===== src/servo_ref_pkg.sv =====
// Constants, types and helpers shared by the servo reference-input logic.
// How it works
// Zero clamp input low, slow reference: hold position.
// Clamp holds captured position, corrects any displacement.
// Zero clamp input unallocated until allocation set.
// Mode A: aux input low plus slow reference clamps.
// Speed mode: match output low on coincidence.
// Coincidence when speed error below match window.
// Position mode: that terminal shows positioning done; code drives it on terminal OUT_TERM_RESET, not the allocated one.
// Output allocation moves speed match to another terminal.
// Mode value 1 selects pulse-train position control.
// Pulse form: sign/pulse, cw/ccw, quadrature x1/x2/x4.
// Multiplication applies only to quadrature forms.
// Direction high counts forward, low counts reverse.
// Inversion field flips direction and pulse independently.
// Phase B leading phase A means forward.
// Host keeps sign/pulse rates within 500/200 kpps.
// Host keeps quadrature rates within 500/400/200 kpps.
// Decoded pulses accumulate into signed position reference.
package servo_ref_pkg;

	// ****************************************************************
	// Register map and field layout.
	// ****************************************************************
	localparam logic [7:0] ADDR_CTRL = 8'h00;
	localparam logic [7:0] ADDR_ALLOC = 8'h04;
	localparam logic [7:0] ADDR_LIMIT = 8'h08;
	localparam logic [7:0] ADDR_STATUS = 8'h0c;
	localparam logic [7:0] ADDR_POSREF = 8'h10;
	localparam logic [7:0] ADDR_RESTART = 8'h14;
	localparam int CTRL_MODE_LSB = 0;
	localparam int CTRL_FORM_LSB = 4;
	localparam int CTRL_INV_LSB = 8;
	localparam int ALLOC_A_LSB = 0;
	localparam int ALLOC_B_LSB = 4;
	localparam int ALLOC_OUT_LSB = 8;
	localparam int LIMIT_THR_LSB = 0;
	localparam int LIMIT_WIN_LSB = 16;
	localparam int STAT_CLAMP_BIT = 0;
	localparam int STAT_MATCH_BIT = 1;
	localparam int STAT_DONE_BIT = 2;
	localparam int STAT_MODE_LSB = 4;
	localparam logic [1:0] RESP_OKAY = 2'h0;
	localparam logic [1:0] RESP_SLVERR = 2'h2;

	// ****************************************************************
	// Reset values and limits.
	// ****************************************************************
	localparam logic [11:0] THR_RESET = 12'h00a;
	localparam logic [11:0] THR_MAX = 12'hbb8;
	localparam logic [6:0] WIN_RESET = 7'h0a;
	localparam logic [6:0] WIN_MAX = 7'h64;
	localparam logic [2:0] PIN_NONE = 3'h0;
	localparam logic [1:0] OUT_TERM_RESET = 2'h0;
	localparam logic [16:0] DONE_BAND = 17'h00001;

	// ****************************************************************
	// Modes and carriers.
	// ****************************************************************
	typedef enum logic [3:0] {
		MODE_SPEED = 4'h0,
		MODE_POS = 4'h1,
		MODE_CLAMP = 4'ha
	} mode_e;

	typedef enum logic [2:0] {
		FORM_DIR = 3'h0,
		FORM_CWCCW = 3'h1,
		FORM_QX1 = 3'h2,
		FORM_QX2 = 3'h3,
		FORM_QX4 = 3'h4
	} form_e;

	typedef struct packed {
		mode_e mode;
		form_e form;
		logic [1:0] inv;
	} cfg_s;

	localparam cfg_s CFG_RESET = '{mode: MODE_SPEED, form: FORM_DIR, inv: 2'h0};

	// Magnitude of a signed 17-bit difference.
	function automatic logic [16:0] absVal(input logic signed [16:0] v);
		absVal = v[16] ? 17'(-v) : 17'(v);
	endfunction

endpackage


===== src/pulse_decoder.sv =====
// Pulse-train reference decoder for sign/pulse, cw/ccw and quadrature forms.
`timescale 1ns/1ps
module pulse_decoder
	import servo_ref_pkg::*;
(
	input wire logic clk,
	input wire logic rst_b,
	input wire logic lineA,
	input wire logic lineB,
	input wire form_e form,
	input wire logic [1:0] inv,
	output logic stepValid,
	output logic stepFwd
);

	typedef struct packed {
		logic primed;
		logic prevA;
		logic prevB;
		logic stepValid;
		logic stepFwd;
	} dec_s;

	dec_s st_r;
	dec_s st_nxt;
	logic a;
	logic b;
	logic chA;
	logic chB;

	// Line inversion: bit 1 flips the pulse line, bit 0 the direction line.
	assign a = lineA ^ inv[1];
	assign b = lineB ^ inv[0];
	assign chA = a ^ st_r.prevA;
	assign chB = b ^ st_r.prevB;

	// Edge decode; lines are sampled every 100 ns, far faster than the host limits.
	always_comb begin
		st_nxt = st_r;
		st_nxt.primed = 1'b1;
		st_nxt.prevA = a;
		st_nxt.prevB = b;
		st_nxt.stepValid = 1'b0;
		st_nxt.stepFwd = 1'b0;
		if (st_r.primed) begin
			case (form)
				FORM_DIR: begin
					if (chA && a) begin
						st_nxt.stepValid = 1'b1;
						st_nxt.stepFwd = b;
					end
				end
				FORM_CWCCW: begin
					if (chA && a && !(chB && b)) begin
						st_nxt.stepValid = 1'b1;
						st_nxt.stepFwd = 1'b1;
					end else if (chB && b && !(chA && a)) begin
						st_nxt.stepValid = 1'b1;
					end
				end
				FORM_QX1: begin
					if (chA && a && !chB) begin
						st_nxt.stepValid = 1'b1;
						st_nxt.stepFwd = b;
					end
				end
				FORM_QX2: begin
					if (chA && !chB) begin
						st_nxt.stepValid = 1'b1;
						st_nxt.stepFwd = st_r.prevA ^ b;
					end
				end
				FORM_QX4: begin
					if (chA ^ chB) begin
						st_nxt.stepValid = 1'b1;
						st_nxt.stepFwd = st_r.prevA ^ b;
					end
				end
				default: begin
					st_nxt.stepValid = 1'b0;
				end
			endcase
		end
	end

	// State register.
	always_ff @(posedge clk or negedge rst_b) begin
		if (!rst_b) begin
			st_r <= '0;
		end else begin
			st_r <= st_nxt;
		end
	end

	assign stepValid = st_r.stepValid;
	assign stepFwd = st_r.stepFwd;
endmodule


===== src/servo_ref_input.sv =====
// Servo reference-input logic: zero clamp, speed match, pulse position reference.
//
// Design decisions made here: the placing of the registers and the AXI4-Lite interface to the registers.
`timescale 1ns/1ps
module servo_ref_input
	import servo_ref_pkg::*;
#(
	parameter int POS_W = 32,
	parameter int NUM_IN = 4,
	parameter int NUM_OUT = 4
) (
	input wire logic clk,
	input wire logic rst_b,
	input wire logic [7:0] s_axi_awaddr,
	input wire logic s_axi_awvalid,
	output logic s_axi_awready,
	input wire logic [31:0] s_axi_wdata,
	input wire logic [3:0] s_axi_wstrb,
	input wire logic s_axi_wvalid,
	output logic s_axi_wready,
	output logic [1:0] s_axi_bresp,
	output logic s_axi_bvalid,
	input wire logic s_axi_bready,
	input wire logic [7:0] s_axi_araddr,
	input wire logic s_axi_arvalid,
	output logic s_axi_arready,
	output logic [31:0] s_axi_rdata,
	output logic [1:0] s_axi_rresp,
	output logic s_axi_rvalid,
	input wire logic s_axi_rready,
	input wire logic pulseLine,
	input wire logic dirLine,
	input wire logic auxCtlIn_b,
	input wire logic [NUM_IN-1:0] ctlIn_b,
	input wire logic signed [15:0] speedRef,
	input wire logic signed [15:0] motorSpeed,
	input wire logic signed [POS_W-1:0] motorPos,
	output logic holdEn,
	output logic signed [POS_W-1:0] holdCmd,
	output logic signed [POS_W-1:0] posRef,
	output logic [NUM_OUT-1:0] termOut_b
);

	typedef struct packed {
		logic awReady;
		logic wReady;
		logic bValid;
		logic [1:0] bResp;
		logic arReady;
		logic rValid;
		logic [1:0] rResp;
		logic [31:0] rData;
		logic awHeld;
		logic wHeld;
		logic [7:0] awAddr;
		logic [31:0] wData;
		logic [3:0] wStrb;
		cfg_s pend;
		cfg_s act;
		logic [2:0] allocA;
		logic [2:0] allocB;
		logic [1:0] outSel;
		logic [11:0] thr;
		logic [6:0] win;
		logic clamp;
		logic signed [POS_W-1:0] clampPos;
		logic signed [POS_W-1:0] holdCmd;
		logic signed [POS_W-1:0] posRef;
		logic [NUM_OUT-1:0] termOut_b;
	} st_s;

	localparam st_s ST_RESET = '{
		awReady: 1'b1, wReady: 1'b1, bValid: 1'b0, bResp: RESP_OKAY,
		arReady: 1'b1, rValid: 1'b0, rResp: RESP_OKAY, rData: '0,
		awHeld: 1'b0, wHeld: 1'b0, awAddr: '0, wData: '0, wStrb: '0,
		pend: CFG_RESET, act: CFG_RESET, allocA: PIN_NONE, allocB: PIN_NONE,
		outSel: OUT_TERM_RESET, thr: THR_RESET, win: WIN_RESET, clamp: 1'b0,
		clampPos: '0, holdCmd: '0, posRef: '0, termOut_b: '1};

	st_s st_r;
	st_s st_nxt;
	logic stepValid;
	logic stepFwd;

	// Reads a low-active control input through an allocation index; zero means unallocated.
	function automatic logic pinLevel_b(input logic [2:0] idx, input logic [NUM_IN-1:0] pins);
		pinLevel_b = 1'b1;
		for (int i = 0; i < NUM_IN; i++) begin
			if (idx == 3'(i + 1)) begin
				pinLevel_b = pins[i];
			end
		end
	endfunction

	// Merges a written word into an old one under the byte strobes.
	function automatic logic [31:0] merge(input logic [31:0] old, input logic [31:0] d,
			input logic [3:0] strb);
		merge = old;
		for (int i = 0; i < 4; i++) begin
			if (strb[i]) begin
				merge[i*8 +: 8] = d[i*8 +: 8];
			end
		end
	endfunction

	// ****************************************************************
	// Pulse-train decoding.
	// ****************************************************************
	pulse_decoder u_dec (
		.clk(clk),
		.rst_b(rst_b),
		.lineA(pulseLine),
		.lineB(dirLine),
		.form(st_r.act.form),
		.inv(st_r.act.inv),
		.stepValid(stepValid),
		.stepFwd(stepFwd)
	);

	// ****************************************************************
	// Next-state logic.
	// ****************************************************************
	logic [31:0] ctrlWord;
	logic [31:0] allocWord;
	logic [31:0] limitWord;
	logic [31:0] statWord;
	logic [31:0] wWord;
	logic [16:0] refMag;
	logic [16:0] speedErr;
	logic [16:0] posErr;
	logic zeroClamp_b;
	logic clampCond;
	logic match;
	logic posDone;
	logic isPos;

	// Register views and the block's own conditions.
	always_comb begin
		ctrlWord = '0;
		ctrlWord[CTRL_MODE_LSB +: 4] = st_r.pend.mode;
		ctrlWord[CTRL_FORM_LSB +: 3] = st_r.pend.form;
		ctrlWord[CTRL_INV_LSB +: 2] = st_r.pend.inv;
		allocWord = '0;
		allocWord[ALLOC_A_LSB +: 3] = st_r.allocA;
		allocWord[ALLOC_B_LSB +: 3] = st_r.allocB;
		allocWord[ALLOC_OUT_LSB +: 2] = st_r.outSel;
		limitWord = '0;
		limitWord[LIMIT_THR_LSB +: 12] = st_r.thr;
		limitWord[LIMIT_WIN_LSB +: 7] = st_r.win;
		refMag = absVal(17'(speedRef));
		speedErr = absVal(17'(motorSpeed) - 17'(speedRef));
		posErr = absVal(17'(st_r.posRef - motorPos));
		isPos = (st_r.act.mode == MODE_POS);
		// Allocation A wins when both map the zero clamp input.
		zeroClamp_b = (st_r.allocA != PIN_NONE) ? pinLevel_b(st_r.allocA, ctlIn_b)
			: pinLevel_b(st_r.allocB, ctlIn_b);
		case (st_r.act.mode)
			MODE_SPEED: clampCond = !zeroClamp_b && (refMag < 17'(st_r.thr));
			MODE_CLAMP: clampCond = !auxCtlIn_b && (refMag < 17'(st_r.thr));
			default: clampCond = 1'b0;
		endcase
		match = (speedErr < 17'(st_r.win));
		posDone = (posErr <= DONE_BAND);
		statWord = '0;
		statWord[STAT_CLAMP_BIT] = st_r.clamp;
		statWord[STAT_MATCH_BIT] = match;
		statWord[STAT_DONE_BIT] = posDone;
		statWord[STAT_MODE_LSB +: 4] = st_r.act.mode;
	end

	// Bus slave, configuration, clamp, counter and terminals.
	always_comb begin
		st_nxt = st_r;
		wWord = '0;
		// Write channels are taken in either order and held until both are in.
		if (s_axi_awvalid && st_r.awReady) begin
			st_nxt.awHeld = 1'b1;
			st_nxt.awAddr = s_axi_awaddr;
		end
		if (s_axi_wvalid && st_r.wReady) begin
			st_nxt.wHeld = 1'b1;
			st_nxt.wData = s_axi_wdata;
			st_nxt.wStrb = s_axi_wstrb;
		end
		if (st_r.bValid && s_axi_bready) begin
			st_nxt.bValid = 1'b0;
		end
		if (st_r.awHeld && st_r.wHeld && !st_r.bValid) begin
			st_nxt.awHeld = 1'b0;
			st_nxt.wHeld = 1'b0;
			st_nxt.bValid = 1'b1;
			st_nxt.bResp = RESP_OKAY;
			case (st_r.awAddr)
				ADDR_CTRL: begin
					wWord = merge(ctrlWord, st_r.wData, st_r.wStrb);
					st_nxt.pend.mode = mode_e'(wWord[CTRL_MODE_LSB +: 4]);
					st_nxt.pend.form = form_e'(wWord[CTRL_FORM_LSB +: 3]);
					st_nxt.pend.inv = wWord[CTRL_INV_LSB +: 2];
				end
				ADDR_ALLOC: begin
					wWord = merge(allocWord, st_r.wData, st_r.wStrb);
					st_nxt.allocA = wWord[ALLOC_A_LSB +: 3];
					st_nxt.allocB = wWord[ALLOC_B_LSB +: 3];
					st_nxt.outSel = wWord[ALLOC_OUT_LSB +: 2];
				end
				ADDR_LIMIT: begin
					// Limits act at once; values past the range saturate.
					wWord = merge(limitWord, st_r.wData, st_r.wStrb);
					st_nxt.thr = (wWord[LIMIT_THR_LSB +: 12] > THR_MAX) ? THR_MAX
						: wWord[LIMIT_THR_LSB +: 12];
					st_nxt.win = (wWord[LIMIT_WIN_LSB +: 7] > WIN_MAX) ? WIN_MAX
						: wWord[LIMIT_WIN_LSB +: 7];
				end
				ADDR_RESTART: begin
					// Mode, form and inversion only change here, as on a restart.
					if (st_r.wStrb[0] && st_r.wData[0]) begin
						st_nxt.act = st_r.pend;
						st_nxt.clamp = 1'b0;
						st_nxt.posRef = '0;
					end
				end
				ADDR_STATUS, ADDR_POSREF: st_nxt.bResp = RESP_OKAY;
				default: st_nxt.bResp = RESP_SLVERR;
			endcase
		end
		st_nxt.awReady = !st_nxt.awHeld && !st_nxt.bValid;
		st_nxt.wReady = !st_nxt.wHeld && !st_nxt.bValid;
		// Read channel: one read at a time, data registered.
		if (st_r.rValid && s_axi_rready) begin
			st_nxt.rValid = 1'b0;
		end
		if (s_axi_arvalid && st_r.arReady) begin
			st_nxt.rValid = 1'b1;
			st_nxt.rResp = RESP_OKAY;
			case (s_axi_araddr)
				ADDR_CTRL: st_nxt.rData = ctrlWord;
				ADDR_ALLOC: st_nxt.rData = allocWord;
				ADDR_LIMIT: st_nxt.rData = limitWord;
				ADDR_STATUS: st_nxt.rData = statWord;
				ADDR_POSREF: st_nxt.rData = 32'(st_r.posRef);
				ADDR_RESTART: st_nxt.rData = '0;
				default: begin
					st_nxt.rData = '0;
					st_nxt.rResp = RESP_SLVERR;
				end
			endcase
		end
		st_nxt.arReady = !st_nxt.rValid;
		// Zero clamp captures the position on entry and then pulls back to it.
		if (clampCond && !st_r.clamp) begin
			st_nxt.clamp = 1'b1;
			st_nxt.clampPos = motorPos;
			st_nxt.holdCmd = '0;
		end else if (clampCond) begin
			st_nxt.holdCmd = st_r.clampPos - motorPos;
		end else begin
			st_nxt.clamp = 1'b0;
			st_nxt.holdCmd = '0;
		end
		// Position reference counter, only fed in position mode.
		if (isPos && stepValid) begin
			st_nxt.posRef = stepFwd ? st_r.posRef + POS_W'(1) : st_r.posRef - POS_W'(1);
		end
		// Output terminals, low active; idle terminals stay high.
		st_nxt.termOut_b = '1;
		if (isPos) begin
			st_nxt.termOut_b[OUT_TERM_RESET] = !posDone;
		end else begin
			st_nxt.termOut_b[st_r.outSel] = !match;
		end
	end

	// State register.
	always_ff @(posedge clk or negedge rst_b) begin
		if (!rst_b) begin
			st_r <= ST_RESET;
		end else begin
			st_r <= st_nxt;
		end
	end

	// Every output comes straight from the state register.
	assign s_axi_awready = st_r.awReady;
	assign s_axi_wready = st_r.wReady;
	assign s_axi_bvalid = st_r.bValid;
	assign s_axi_bresp = st_r.bResp;
	assign s_axi_arready = st_r.arReady;
	assign s_axi_rvalid = st_r.rValid;
	assign s_axi_rresp = st_r.rResp;
	assign s_axi_rdata = st_r.rData;
	assign holdEn = st_r.clamp;
	assign holdCmd = st_r.holdCmd;
	assign posRef = st_r.posRef;
	assign termOut_b = st_r.termOut_b;
endmodule


===== config.mk =====
export PLATFORM = sky130hd
export DESIGN_NAME = servo_ref_input
export DESIGN_NICKNAME = d
export VERILOG_FILES = /design/src/servo_ref_pkg.sv /design/src/pulse_decoder.sv /design/src/servo_ref_input.sv
export SDC_FILE = /design/constraint.sdc
export NUM_CORES = 1
export LEC_CHECK = 0
export BUFFER_PORTS_ARGS = -buffer_cell sky130_fd_sc_hd__buf_2
export CAP_MARGIN = 5
export CELL_PAD_IN_SITES_DETAIL_PLACEMENT = 0
export CELL_PAD_IN_SITES_GLOBAL_PLACEMENT = 1
export CORE_UTILIZATION = 40
export DETAILED_ROUTE_END_ITERATION = 6
export PLACE_DENSITY = 0.85
export SYNTH_ARGS = -nofsm -noshare
export SYNTH_HDL_FRONTEND = slang
export SYNTH_SLANG_ARGS = --single-unit
export TNS_END_PERCENT = 50

===== constraint.sdc =====
create_clock -name clk -period 3.5 [get_ports clk]
set_clock_uncertainty 0.05 [all_clocks]
set_input_delay 0.7 -clock clk [delete_from_list [all_inputs] [get_ports clk]]
set_output_delay 0.7 -clock clk [all_outputs]
set_load 0.005 [all_outputs]

==> out/metrics.yaml <==
grt:
  antenna_found_initial: 2
  grt_pass1_wl_um: 72200
  grt_pass1_vias: 14200
  overflow: 0
  grt_start_max_net_pins: 85
  grtUsageTotal_pct: 21.8
placement:
  numPlacedInstances: 2620
  hpwl_um: 35200
  dpl_cell_area_um2: 18700
  post-place-ws_ns: -1.41
  port_buffers: 223
  place.gp.congestion: 0.907
power_and_ir_drop:
  power_mw: 9.37
  p_per_area_nw_per_um2: 469
  ir_drop_v: 0.000379
  p_leak_nw: 9.80
die:
  die_y_um: 202
  core_um2: 38900
  die_w_um: 202
  fp.dieArea_um2: 40600
  ios: 240
  initial_core_util_pct: 40.9
  core.rowCount: 72
hold_path:
  min_path_type: "input port to flip-flop"
sta:
  postLayoutSetupSlackWorst_ns: -0.654
  setup_viol: 5
  max-slew-margin-rel_pct: 38.7
  rsz0062_at_grt: "yes"
  max_freq_mhz: 241
  fin_crit_sh_pct: 119
  hold_viol: 0
  fin_hold_ws_ns: 0.292
  tightest_slew_ns: 0.916
  setup_tns_ns: -2.46
  post-route-min-period_ns: 4.15
  slew_viol_final: 0
synthesis:
  synthArstFlopShare_pct: 100
  synthFlopType: "dfrtp_1"
  synth_most_common_cell: "dfrtp_1"
  yosys-top-cells-area: "dfrtp_1 (33%), ha_1 (9.2%), buf_4 (4.9%), o21ai_0 (4.8%), nand2_1 (4.4%)"
  netlist_instances: 1816
  synth_area_um2: 15900
  synth-seq-cells: 222
  yosys_warnings: 0
  yosysTopAreaCell: "dfrtp_1"
  synth-edff-count: 0
  netlist.area_leader.share_pct: 33.2
  yosysSeqAreaShare_pct: 35.0
  ys_types: 84
  synth_common_cells: "dfrtp_1 (211), nand2_1 (187), o21ai_0 (154), ha_1 (117), nor2_1 (106)"
  avgSynthCellArea_um2: 8.77
critical_path:
  crit_type: "input port to flip-flop"
  crit_path_start_kind: "input port"
  cp.required_ns: 3.94
  endpoint_kind: "flip-flop"
  worstPathArrival_ns: 4.60
  crit_fanout: 3
drt:
  ant_nets: 0
  met3_wirelength_um: 2260
  drc_errors: 0
  wl_met1_um: 19300
  top_layer_used: "met5"
  wire_per_inst_um: 16.7
  drt_iter0_markers: 804
  drtPass1Iterations: 5
  vias: 14400
  met2WireLength_um: 21700
  viasPerCell: 5.36
  wirelength_um: 44800
clocking:
  insertion_delay_ns: 0.56
  cts_buffer_depth: 3
  cts_made_buffers: 28
  clkTransAtPathRegs_ns: 0.06
  cts_tree: "yes"
  htree_levels: 1
  cts_root_buf: "clkbuf_16"
  clock-sinks: 222
job:
  drv_cap: 0
cells_and_area:
  fillers: 3689
  area_growth_pct: 25.6
  post-route-cell-area_um2: 20000
  nets: 2402
  fin_cells: 2689
  drive_above_1_share_pct: 31.1
  finalCoreUtilization_pct: 51.4
status:
  violations: "setup timing"
  status: "finished, violations left"
-- critical path, stage by stage --
cell,delay (ns)
buf_8,0.11
inv_12,0.04
ha_4,0.12
inv_2,0.04
fa_2,0.36
a211oi_4,0.25
o21ai_2,0.11
and4b_2,0.27
o2111ai_2,0.19
a41o_1,0.26
nand2_1,0.08
o21ai_1,0.08
ha_1,0.24
a21boi_2,0.15
o21a_1,0.16
o21ai_1,0.11
nand2b_1,0.08
a21oi_2,0.15
o21ai_2,0.08
a221oi_2,0.17
o211a_1,0.18
nand4_1,0.11
or4_1,0.42
o21a_1,0.12
-- worst paths after layout --
kind | start | to | slack (ns) | cells past startpoint
max | motorSpeed[0] | termOut_b[0]$_DFF_PN1_ | -0.65 | 24
min | pulseLine | u_dec.st_r[3]$_DFF_PN0_ | 0.29 | 2
max reg2reg | u_dec.stepFwd$_DFF_PN0_ | posRef[31]$_DFFE_PN0P_ | 0.02 | 16
min reg2reg | st_r[190]$_DFF_PN0_ | s_axi_wready$_DFF_PN1_ | 0.40 | 1
max in group asynchronous | rst_b | s_axi_rdata[28]$_DFFE_PN0P_ | 2.02 | 3
min in group asynchronous | rst_b | holdCmd[31]$_DFF_PN0_ | 0.55 | 2
-- cells in the final DEF, fill, tap and decap left out, types with 14 or more instances in the layout --
| cell | synthesis | layout |
|---|---|---|
| a211oi_1 | 19 | 17 |
| a21o_1 | 42 | 42 |
| a21oi_1 | 103 | 93 |
| a22oi_1 | 24 | 24 |
| a31oi_1 | 17 | 16 |
| and3_1 | 17 | 16 |
| buf_2 | 0 | 221 |
| buf_4 | 104 | 237 |
| clkbuf_16 | 0 | 28 |
| dfrtp_1 | 211 | 209 |
| ha_1 | 117 | 111 |
| inv_1 | 100 | 94 |
| mux2_2 | 53 | 53 |
| nand2_1 | 187 | 186 |
| nand2b_1 | 25 | 24 |
| nand3_1 | 53 | 51 |
| nand4_1 | 20 | 20 |
| nor2_1 | 106 | 102 |
| nor2b_1 | 20 | 19 |
| nor3_1 | 32 | 31 |
| o21ai_0 | 154 | 142 |
| o21bai_1 | 14 | 14 |
| o31ai_1 | 16 | 15 |
| xnor2_1 | 59 | 57 |
| xor2_1 | 39 | 38 |
-- sequential cells by signal (all words and copies together) (netlist names) --
name,count
allocWord,8
ctrlWord,9
holdCmd,32
holdEn,1
limitWord,19
posRef,32
s_axi_arready,1
s_axi_awready,1
s_axi_bresp,1
s_axi_bvalid,1
s_axi_rdata,32
s_axi_rresp,1
s_axi_rvalid,1
s_axi_wready,1
st_r,73
termOut_b,4
u_dec.st_r,3
u_dec.stepFwd,1
u_dec.stepValid,1
-- where the power goes --
part	leakage (nW)	switching, mW	internal (mW)	total [mW]
registers	2.96	0.426	3.01	3.44
clock network	0.442	1.13	1.67	2.80
logic	6.39	1.56	1.57	3.13
total	9.80	3.12	6.26	9.37
-- kinds of logic (layout without fill, tap and decap cells) --
family,count (synthesis),count (layout),synth area share [%]
flip-flops,222,222,35.0
buffers and inverters,265,618,8.70
other,2,4,0.0472
adder cells (fa/ha/maj),121,121,9.70
multiplexers,58,58,4.07
AND/OR/NAND/NOR,554,554,17.0
AO/OA/AOI/OAI,496,496,20.1
XOR/XNOR,98,98,5.39
-- cell type report --
| class | count | area (um2) | area share, % |
|---|---|---|---|
| clock inverter | 8 | 91.3 | 0.457 |
| tap | 518 | 648 | 3.24 |
| timing repair buffer | 469 | 3070 | 15.3 |
| sequential | 222 | 5570 | 27.9 |
| clock buffer | 41 | 810 | 4.05 |
| multi-input combinational | 1330 | 9410 | 47.1 |
| antenna | 1 | 2.50 | 0.0125 |
| inverter | 100 | 392 | 1.96 |
-- metal layers --
layer,vias up,global-route usage [%]
li1,7085,-
met1,6902,27.8
met2,353,37.0
met3,84,3.61
met4,2,7.66
met5,-,0
-- repair_timing --
action	in CTS	in global routing
cloned	0	0
setup buffers	6	13
setup endpoints to repair	60	64
endpoints found under the hold margin	28	0
pin swaps	5	21
hold buffers	1	0
gates resized for setup	14	55
(Power assumes the default switching activity.)
